### config.mk
export PLATFORM = sky130hd
export DESIGN_NAME = hfu_user_port
export DESIGN_NICKNAME = d
export VERILOG_FILES = /design/src/verilog/hfu_pkg.sv /design/src/verilog/hfu_bit_clk.sv /design/src/verilog/hfu_user_port.sv
export SDC_FILE = /design/constraint.sdc
export NUM_CORES = 1
export LEC_CHECK = 0
export BUFFER_PORTS_ARGS = -buffer_cell sky130_fd_sc_hd__buf_4
export CAP_MARGIN = 20
export CORE_ASPECT_RATIO = 0.5
export CORE_MARGIN = 4
export CORE_UTILIZATION = 58
export DETAILED_ROUTE_END_ITERATION = 8
export PLACE_DENSITY_LB_ADDON = 0.2
export SYNTH_ARGS = -nofsm -noshare
export SYNTH_HDL_FRONTEND = slang
export SYNTH_SLANG_ARGS = --single-unit
export TNS_END_PERCENT = 100
### constraint.sdc
create_clock -name mclk_in -period 2.6 [get_ports mclk_in]
set_input_delay 0.26 -clock mclk_in [delete_from_list [all_inputs] [get_ports mclk_in]]
set_output_delay 0.26 -clock mclk_in [all_outputs]
set_load 0.005 [all_outputs]
### src/verilog/hfu_pkg.sv
// Constants for the framer-side user port: frame layout, dividers, limits.
// Assumes a 100 MHz system clock and a 784 kbps serial frame stream.
package hfu_pkg;
   localparam int unsigned SYS_CLK_HZ = 100_000_000;
   localparam int unsigned BIT_RATE_HZ = 784_000;
   localparam int unsigned REF_CLK_HZ = 12_544_000;
   localparam int unsigned FAST_CLK_HZ = 25_088_000;
   // Source-clock edges (reference in central, fast clock in remote) per bit-clock half period
   localparam logic [4:0] CENT_HALF_EDGES =
      5'(REF_CLK_HZ / BIT_RATE_HZ / 2);
   localparam logic [4:0] REM_HALF_EDGES =
      5'(FAST_CLK_HZ / BIT_RATE_HZ / 2);
   localparam int unsigned FRAME_PERIOD_US = 6000;
   localparam int unsigned FRAME_NOM_BITS =
      FRAME_PERIOD_US * (BIT_RATE_HZ / 1000) / 1000;
   localparam logic [12:0] POS_FIRST = 13'h0001;
   localparam logic [12:0] SYNC_LAST = 13'h000E;
   localparam logic [12:0] LAST_NO_STUFF = 13'h125E;
   localparam logic [12:0] STUFF_FIRST = 13'h125F;
   localparam logic [12:0] LAST_STUFF = 13'h1262;
   localparam logic [2:0] LOSS_LIMIT = 3'h6;
   localparam int unsigned TFP_GAP = 3;
   localparam logic [3:0] TFP_HIST_RST = 4'hF;
   localparam logic [13:0] SYNC_WORD_DEF = 14'h0000;
endpackage

### src/verilog/hfu_bit_clk.sv
// Bit clock generator: derives the 784 kHz bit clock, its edge enables,
// the halved reference clock and the half-rate enable.
// Assumes reference and fast clocks are sampled inputs well below mclk/2.
`timescale 1ns/100ps
module hfu_bit_clk
   import hfu_pkg::*;
(
   input wire logic mclk_in,
   input wire logic sys_rst_in,
   input wire logic central_mode_in,
   input wire logic line_ref_clk_in,
   input wire logic recovered_fast_clock_in,
   output logic bit_clock_out,
   output logic bit_rise_out,
   output logic bit_fall_out,
   output logic line_ref_clk_out,
   output logic half_rate_en_out
);
   typedef struct packed {
      logic ref_prev;
      logic fast_prev;
      logic ref_div;
      logic half_ph;
      logic [4:0] edge_cnt;
      logic bclk;
      logic rise;
      logic fall;
      logic half_en;
   } hfu_clk_st_t;

   hfu_clk_st_t st_r, st_nxt;
   logic src_edge;
   logic ref_src_edge;
   logic [4:0] half_edges;

   always_comb begin
      st_nxt = st_r;
      st_nxt.ref_prev = line_ref_clk_in;
      st_nxt.fast_prev = recovered_fast_clock_in;
      st_nxt.rise = 1'b0;
      st_nxt.fall = 1'b0;
      st_nxt.half_en = 1'b0;
      // Central: reference is the source; remote: the recovered clock
      src_edge = central_mode_in ? (line_ref_clk_in & ~st_r.ref_prev)
                                 : (recovered_fast_clock_in & ~st_r.fast_prev);
      half_edges = central_mode_in ? CENT_HALF_EDGES : REM_HALF_EDGES;
      if (!central_mode_in && src_edge) begin
         st_nxt.ref_div = ~st_r.ref_div;
      end
      ref_src_edge = central_mode_in ? src_edge
                                     : (src_edge & ~st_r.ref_div);
      if (ref_src_edge) begin
         st_nxt.half_ph = ~st_r.half_ph;
         st_nxt.half_en = st_r.half_ph;
      end
      if (src_edge) begin
         if (st_r.edge_cnt == half_edges - 5'h01) begin
            st_nxt.edge_cnt = 5'h00;
            st_nxt.bclk = ~st_r.bclk;
            st_nxt.rise = ~st_r.bclk;
            st_nxt.fall = st_r.bclk;
         end else begin
            st_nxt.edge_cnt = st_r.edge_cnt + 5'h01;
         end
      end
   end

   always_ff @(posedge mclk_in) begin
      if (sys_rst_in) begin
         st_r <= '0;
      end else begin
         st_r <= st_nxt;
      end
   end

   assign bit_clock_out = st_r.bclk;
   // Early ticks: the port loads on the very edge that moves the clock
   assign bit_rise_out = st_nxt.rise;
   assign bit_fall_out = st_nxt.fall;
   assign line_ref_clk_out = st_r.ref_div;
   assign half_rate_en_out = st_r.half_en;
endmodule

### src/verilog/hfu_user_port.sv
// Framer-side user port: serial receive/transmit payload with frame
// pulse, frame/stuff flag, sync-word loss flag and mode-dependent clocks.
// Assumes all inputs are synchronous to mclk_in; line-side data and the
// activation state come from the transceiver core.
`timescale 1ns/100ps

// What this block does
// - Frame/stuff flag high over the 14 sync bits, 18 bits in a stuffed frame
// - Remote mode: reference out is fast/2
// - Mode select high central, low remote
// - Bit clock 784 kHz from mode source
// - Loss flag rises after six bad syncs
// - Loss flag high when not active
// - Receive data all ones when inactive
// - Serial 784 kbps frames, sync and stuff
// - Frame pulse low on last frame bit
// - Frame pulses six milliseconds apart
// - Frame pulse valid once loss falls
// - Stuff-position transmit bits are dummies
// - Two low pulses three apart tri-state
// - Remote loop number valid with sync
module hfu_user_port
   import hfu_pkg::*;
#(
   parameter logic [13:0] SYNC_WORD = SYNC_WORD_DEF
)
(
   input wire logic mclk_in,
   input wire logic sys_rst_in,
   input wire logic central_mode_select_in,
   input wire logic line_ref_clk_in,
   output logic line_ref_clk_out,
   output logic line_ref_clk_oe_n_out,
   input wire logic recovered_fast_clock_in,
   input wire logic link_active_in,
   input wire logic rx_line_data_in,
   input wire logic rx_line_stuff_in,
   input wire logic rx_line_loop2_in,
   input wire logic tx_data_in,
   input wire logic tx_frame_pulse_n_in,
   output logic tx_line_data_out,
   output logic rx_data_out,
   output logic rx_frame_pulse_n_out,
   output logic rx_frame_stuff_flag_out,
   output logic bit_clock_out,
   output logic half_rate_clock_enable_out,
   output logic sync_word_loss_flag_out,
   output logic port_oe_n_out,
   input wire logic loop_number_in,
   output logic loop_number_out,
   output logic loop_number_oe_n_out,
   output logic loop2_selected_out
);
   typedef struct packed {
      logic [12:0] pos;
      logic stuff;
      logic [13:0] sync_sh;
      logic [2:0] miss_cnt;
      logic loss;
      logic act_prev;
      logic rx_data;
      logic rfp_n;
      logic rx_frame_stuff_flag;
      logic tx_data;
      logic [3:0] tfp_hist;
      logic tri_st;
      logic loop_num;
   } hfu_port_st_t;

   hfu_port_st_t st_r, st_nxt;
   logic bit_rise;
   logic bit_fall;
   logic [12:0] last_pos;
   logic [13:0] word;

   function automatic logic is_overhead(input logic [12:0] p);
      is_overhead = (p <= SYNC_LAST) || (p >= STUFF_FIRST);
   endfunction

   hfu_bit_clk u_bit_clk (
      .mclk_in(mclk_in),
      .sys_rst_in(sys_rst_in),
      .central_mode_in(central_mode_select_in),
      .line_ref_clk_in(line_ref_clk_in),
      .recovered_fast_clock_in(recovered_fast_clock_in),
      .bit_clock_out(bit_clock_out),
      .bit_rise_out(bit_rise),
      .bit_fall_out(bit_fall),
      .line_ref_clk_out(line_ref_clk_out),
      .half_rate_en_out(half_rate_clock_enable_out)
   );

   always_comb begin
      st_nxt = st_r;
      last_pos = st_r.stuff ? LAST_STUFF : LAST_NO_STUFF;
      word = {st_r.sync_sh[12:0], rx_line_data_in};
      st_nxt.act_prev = link_active_in;
      // Receive side advances on the falling bit-clock edge only
      if (bit_fall) begin
         if (st_r.pos == last_pos) begin
            st_nxt.pos = POS_FIRST;
         end else begin
            st_nxt.pos = st_r.pos + 13'h0001;
         end
         if (st_r.pos == LAST_NO_STUFF) begin
            st_nxt.stuff = rx_line_stuff_in;
         end
         // All three receive outputs load together
         st_nxt.rx_data = link_active_in ? rx_line_data_in : 1'b1;
         st_nxt.rfp_n = ~(st_r.pos == last_pos);
         st_nxt.rx_frame_stuff_flag = is_overhead(st_r.pos);
         if (st_r.pos <= SYNC_LAST) begin
            st_nxt.sync_sh = word;
         end
         if (link_active_in && st_r.pos == SYNC_LAST) begin
            if (word != SYNC_WORD) begin
               if (st_r.miss_cnt == LOSS_LIMIT - 3'h1) begin
                  st_nxt.loss = 1'b1;
                  st_nxt.miss_cnt = LOSS_LIMIT;
               end else if (st_r.miss_cnt != LOSS_LIMIT) begin
                  st_nxt.miss_cnt = st_r.miss_cnt + 3'h1;
               end
            end else begin
               // Frame pulse is trustworthy from this fall on
               st_nxt.miss_cnt = 3'h0;
               st_nxt.loss = 1'b0;
               st_nxt.loop_num = rx_line_loop2_in;
            end
         end
      end
      if (!link_active_in) begin
         st_nxt.loss = 1'b1;
         st_nxt.miss_cnt = 3'h0;
      end else if (!st_r.act_prev) begin
         st_nxt.loss = 1'b0;
      end
      if (bit_rise) begin
         // Passed through untouched, stuff dummies included
         st_nxt.tx_data = tx_data_in;
         st_nxt.tfp_hist = {st_r.tfp_hist[2:0], tx_frame_pulse_n_in};
         if (!tx_frame_pulse_n_in && !st_r.tfp_hist[TFP_GAP - 1]) begin
            st_nxt.tri_st = 1'b1;
         end
      end
   end

   always_ff @(posedge mclk_in) begin
      if (sys_rst_in) begin
         st_r <= '0;
         st_r.pos <= POS_FIRST;
         st_r.loss <= 1'b1;
         st_r.rx_data <= 1'b1;
         st_r.rfp_n <= 1'b1;
         st_r.tfp_hist <= TFP_HIST_RST;
      end else begin
         st_r <= st_nxt;
      end
   end

   // Tri-state stays until reset; a stray double pulse needs a reset
   assign port_oe_n_out = st_r.tri_st;
   assign rx_data_out = st_r.rx_data;
   assign rx_frame_pulse_n_out = st_r.rfp_n;
   assign rx_frame_stuff_flag_out = st_r.rx_frame_stuff_flag;
   assign sync_word_loss_flag_out = st_r.loss;
   assign tx_line_data_out = st_r.tx_data;
   assign line_ref_clk_oe_n_out = central_mode_select_in;
   assign loop_number_out = st_r.loop_num;
   assign loop_number_oe_n_out = central_mode_select_in;
   assign loop2_selected_out = central_mode_select_in ? loop_number_in
                                                      : st_r.loop_num;
endmodule

Word-level counts from Yosys, hierarchy flattened:

Cells that the tools add are included.

* add/subtract/negate cells: 4
* order comparisons: 2
* equality and inequality tests: 10
* mux-type cells: 17
* bitwise gates (word level): 12
* reductions and logical operators: 17

Operator list (count)
* 14-bit nonzero test: 1
* 13-bit by 1-bit adder with 13-bit output, second input constant: 1
* 13-bit equality test: 1
* 13-bit equality test, second input constant: 1
* 13-bit by 4-bit equality test with 1-bit output, second input constant: 1
* 13-bit >= comparator, second input constant: 1
* 13-bit by 4-bit less-or-equal comparator with 1-bit output, second input constant: 1
* 13-bit 2-to-1 mux: 1
* 5-bit 2-to-1 mux: 2
* 1-bit inverter: 9
* 3-bit AND reduction: 3
* 1-bit 2-to-1 mux: 8
* 2-bit AND reduction: 4
* 3-bit 2-to-1 mux: 2
* 6-bit 2-to-1 mux: 1
* 5-bit by 1-bit adder with 5-bit output, second input constant: 1
* 5-bit equality test: 1
* 5-bit by 1-bit subtractor with 5-bit output, second input constant: 1
* 2-bit 2-to-1 mux: 2
* 4-bit 2-to-1 mux: 1
* 2-bit by 1-bit != test with 1-bit output, second input constant: 2
* 2-bit OR reduction: 2
* 3-bit by 1-bit adder with 3-bit output, second input constant: 1
* 1-bit bitwise AND: 3
* 7 further kinds: 11

* flip-flop bits (word level): 53
* bits of input ports: 12
* output and inout port bits: 13
* word-level logic and storage cells: 82

Depth between registers and ports, before layout:

* word-level depth: 7
* mapped depth: 7
* gate-level depth less buffers: 6

Cells and area by module:

A second synthesis with hierarchy kept.

* cells, all modules: 284
* area total of the unflattened synthesis: 2596.2 um^2

By module, submodules not included
* hfu_user_port: instances 1, cells each 225, area each 2014.4 um^2, seq. area each 820.8 um^2
* hfu_bit_clk: instances 1, cells each 59, area each 581.8 um^2, seq. area each 220.2 um^2

Worst setup path before layout:

No wires, ideal clock.

* path kind: register -> register
* start point: reg st_r[34] (netlist name)
* end point: reg st_r[13] (netlist name)
* setup time: 92 ps
* arrival time: 2047 ps
* required time: 2508 ps
* slack: 461 ps
* stages on the path, launching flop included: 5
* buffers on the path: 0
* clock period less this slack: 2139 ps
* cell sequence: dfxtp_1 > or4_1 > or4_4 > or4_4 > o32ai_1

* longest elaborated chain between the ends: 3

RTL lines
* start: declaration: RTL line hfu_user_port.sv:70 `hfu_port_st_t st_r, st_nxt;`
* start signal: assignment: RTL line hfu_user_port.sv:156 `st_r <= st_nxt;`
* 13-bit by 4-bit equality test with 1-bit output: RTL line hfu_user_port.sv:115 `if (link_active_in && st_r.pos == SYNC_LAST) begin`
* 1-bit logical AND: RTL line hfu_user_port.sv:115
* 3-bit AND reduction (no source line)

No other way between the ends.
A chain may end at the register's enable or synchronous reset.

Final worst setup path:

* start point: reg st_r[34] (netlist name)
* end point: reg st_r[12] (netlist name)

The elaborated chain is that of the path after synthesis.

==> metrics.txt <==
status completed; top-area cell type share of the netlist area about two fifths; Final Max Tran Viols 0; Tmin final 2.32 ns; Syn Inst Count a little over 300; Root Driver clkbuf_8; final core occ between 60% and 70%; Reg clk slew, reported paths about 0.09 ns; number of enable flip-flop cells after synthesis 0; first-pass GRT wire length between 9000 and 10000 um; clock sinks 52; post-CTS resize count 0; Die Width 102 um; Post-CTS Hold Buffers 0; Post-Route Skew 0.00560 ns; Overflow after GRT 0; GP Congestion 0.795; Seq/Total Area, Yosys between 40% and 50%; Die Footprint around 5600 um^2; H-tree depth 2; Post-Place Cell Area approximately 2800 um^2; Worst Reg-to-Reg Cells 4; CP delay by family, top simple AND/OR/NAND/NOR gates; P per Cell Area approximately 500 nW/um^2; Synth async-reset ratio 0%; DR vias 2360; setup violators final 0; drt drc 0; Starting Density a little over three fifths; WP data arrival around 2.5 ns; CTS tree yes; met1 WL about 2700 um; vias in the first global route between 2000 and 2500; Crit Path Category reg2reg; Buffers on Ports 24; Hold/Removal Path Class in2reg; top-count cell post-synth dfxtp_1; Initial DRC Count about 100; Fillers 330; CP max FO 7; share of layout cells above drive strength 1 approximately 16%; Final Cell Area 2830 um^2; pre-CTS setup slack around 0.33 ns; worst path cell trace or4_1 -> or4_4 -> or4_4 -> o32ai_1; Worst Tran Pin Value a little under 0.9 ns; GR Util All Layers a little under a quarter; wirelength, routed 5780 um; Slowest-stage cell, CP or4_1; CTS max path bufs 2; WP buf/inv 0; count of antenna-violating nets left after detailed routing 0; Final nets about 330; largest area contributor in the netlist dfxtp_1; dpl hpwl 4080 um; initial antenna violation count 0; row cnt 16; WL met2 2690 um; Final Total Pwr ~1400 uW; core box area a little over 4000 um^2; max_cap viols 0; die height between 50 and 60 um; met3 WL roughly 330 um; critical path depth 4; Fin. Hold Viols 0; top routing layer used met4; Cell variety after synth 50; ant diodes 0; RR Startpoint st_r[34]$_SDFFE_PP0P_; CP startpoint kind flip-flop; fraction of the cycle the final worst path needs between 80% and 90%; cell area after synthesis about 2500 um^2; setup repair after global routing missed its margin false; Clk Latency, worst-skew pair approximately 0.31 ns; final setup margin around 0.28 ns; CP required about 2.8 ns; Area growth syn-to-layout 11.4%; Most used DFF post-synth dfxtp_1; top cells by area, synth dfxtp_1 (41%), o21ai_0 (5.3%), a21oi_1 (4.7%); pin count of the biggest net entering global routing 37; slowest stage delay, CP approximately 0.61 ns; r2r setup slk ~0.28 ns; CP Launch Point st_r[34]$_SDFFE_PP0P_; cts bufs inserted 5; Post-synth top cells dfxtp_1 (52), o21ai_0 (27), a21oi_1 (24), nand3_1 (24), clkbuf_1 (21); synth warn 0; num ports 25; Post-CTS Setup Bufs 0; post-detailed-route wirelength per cell between 15 and 20 um; CP Capture Point st_r[12]$_SDFFE_PP0P_; syn_area_per_cell 8.42 um^2; Peak VDD IR between 0.0003 and 0.0004 V; DR pass1 iterations 4; crit end category flip-flop; via/cell ratio around 6.4; synthesis-stage register bit count 52; leakage power between 0.001 and 0.0015 uW; total negative slack 0 ns; CP most frequent cell or4_4; worst reg2reg endpoint st_r[12]$_SDFFE_PP0P_; Post-Synthesis Net Count 320; Slew HR just over 40%; Fmax about 0.43 GHz
## through the flow
stage | hold slack (ns) | cells
2_1_floorplan | 0.388 | 302
3_3_place_gp | 0.457 | 363
3_5_place_dp | 0.453 | 363
4_1_cts | 0.172 | 370
5_1_grt | 0.178 | 370
6_report | 0.179 | 370
## placed cells by master, fill, tap and decap left out, drive strengths merged, types with 6 or more instances in the layout
cell	Yosys	layout
nor4	7	7
a21oi	24	24
dfxtp	52	52
o21ai	27	27
or4	7	7
inv	9	9
nand4	7	7
nand2	16	16
nand3	24	24
or3	7	7
buf	3	31
nor2	19	19
ha	6	6
o211ai	7	7
## final cells by class
cell class / count / area, um^2 / area share (%)
Timing Repair Buffer: 31 / 233 / 8.22
Inverter: 9 / 33.8 / 1.19
Tap cell: 54 / 67.6 / 2.39
Clock inverter: 2 / 12.5 / 0.442
Clock buffer: 5 / 68.8 / 2.43
Multi-Input combinational cell: 217 / 1380 / 48.6
Sequential cell: 52 / 1040 / 36.7
## sequential cells by signal, summed over array words and instances (netlist names)
name,flops
loop_number_out,1
port_oe_n_out,1
rx_data_out,1
rx_frame_pulse_n_out,1
rx_frame_stuff_flag_out,1
st_r,34
sync_word_loss_flag_out,1
tx_line_data_out,1
u_bit_clk.bit_clock_out,1
u_bit_clk.half_rate_en_out,1
u_bit_clk.line_ref_clk_out,1
u_bit_clk.st_r,8
## worst min path at each step
stage,slack [ns],to,start,depth (start not counted)
2_1_floorplan,0.39,u_bit_clk.st_r[11]$_SDFF_PP0_,recovered_fast_clock_in,1
3_3_place_gp,0.46,sync_word_loss_flag_out$_SDFFE_PP1P_,st_r[10]$_SDFF_PP0_,2
3_5_place_dp,0.45,sync_word_loss_flag_out$_SDFFE_PP1P_,st_r[10]$_SDFF_PP0_,2
4_1_cts,0.17,u_bit_clk.st_r[11]$_SDFF_PP0_,recovered_fast_clock_in,2
5_1_grt,0.18,u_bit_clk.st_r[12]$_SDFF_PP0_,line_ref_clk_in,2
6_report,0.18,u_bit_clk.st_r[11]$_SDFF_PP0_,recovered_fast_clock_in,2
## worst reg2reg max path, stage by stage (launching register included)
cell     delay, ns
dfxtp_1       0.37
or4_1         0.61
or4_4         0.58
or4_4         0.50
o32ai_1       0.15
## report_power, final
part           internal [uW]  switching [uW]  leakage [uW]
clock                    183             263     0.0000400
combinational           51.5            70.7      0.000566
sequential               812            17.2      0.000421
total                   1050             350       0.00103
## cells by family after synthesis
kind of cell,Yosys count,share of synthesized area [%]
compound gates,89,22.0
xor+xnor,7,2.41
fa+ha+maj,6,2.95
buf+inv,33,5.21
flops,52,40.9
mux,5,2.02
simple gates,110,24.4
## routing by layer
metal  up-vias  track usage [%]
li1       1157                -
met1      1122             28.2
met2        71             39.0
met3        10             5.09
met4         0             9.05
met5         -                0
Note: power is estimated with default switching activity, not from simulation.
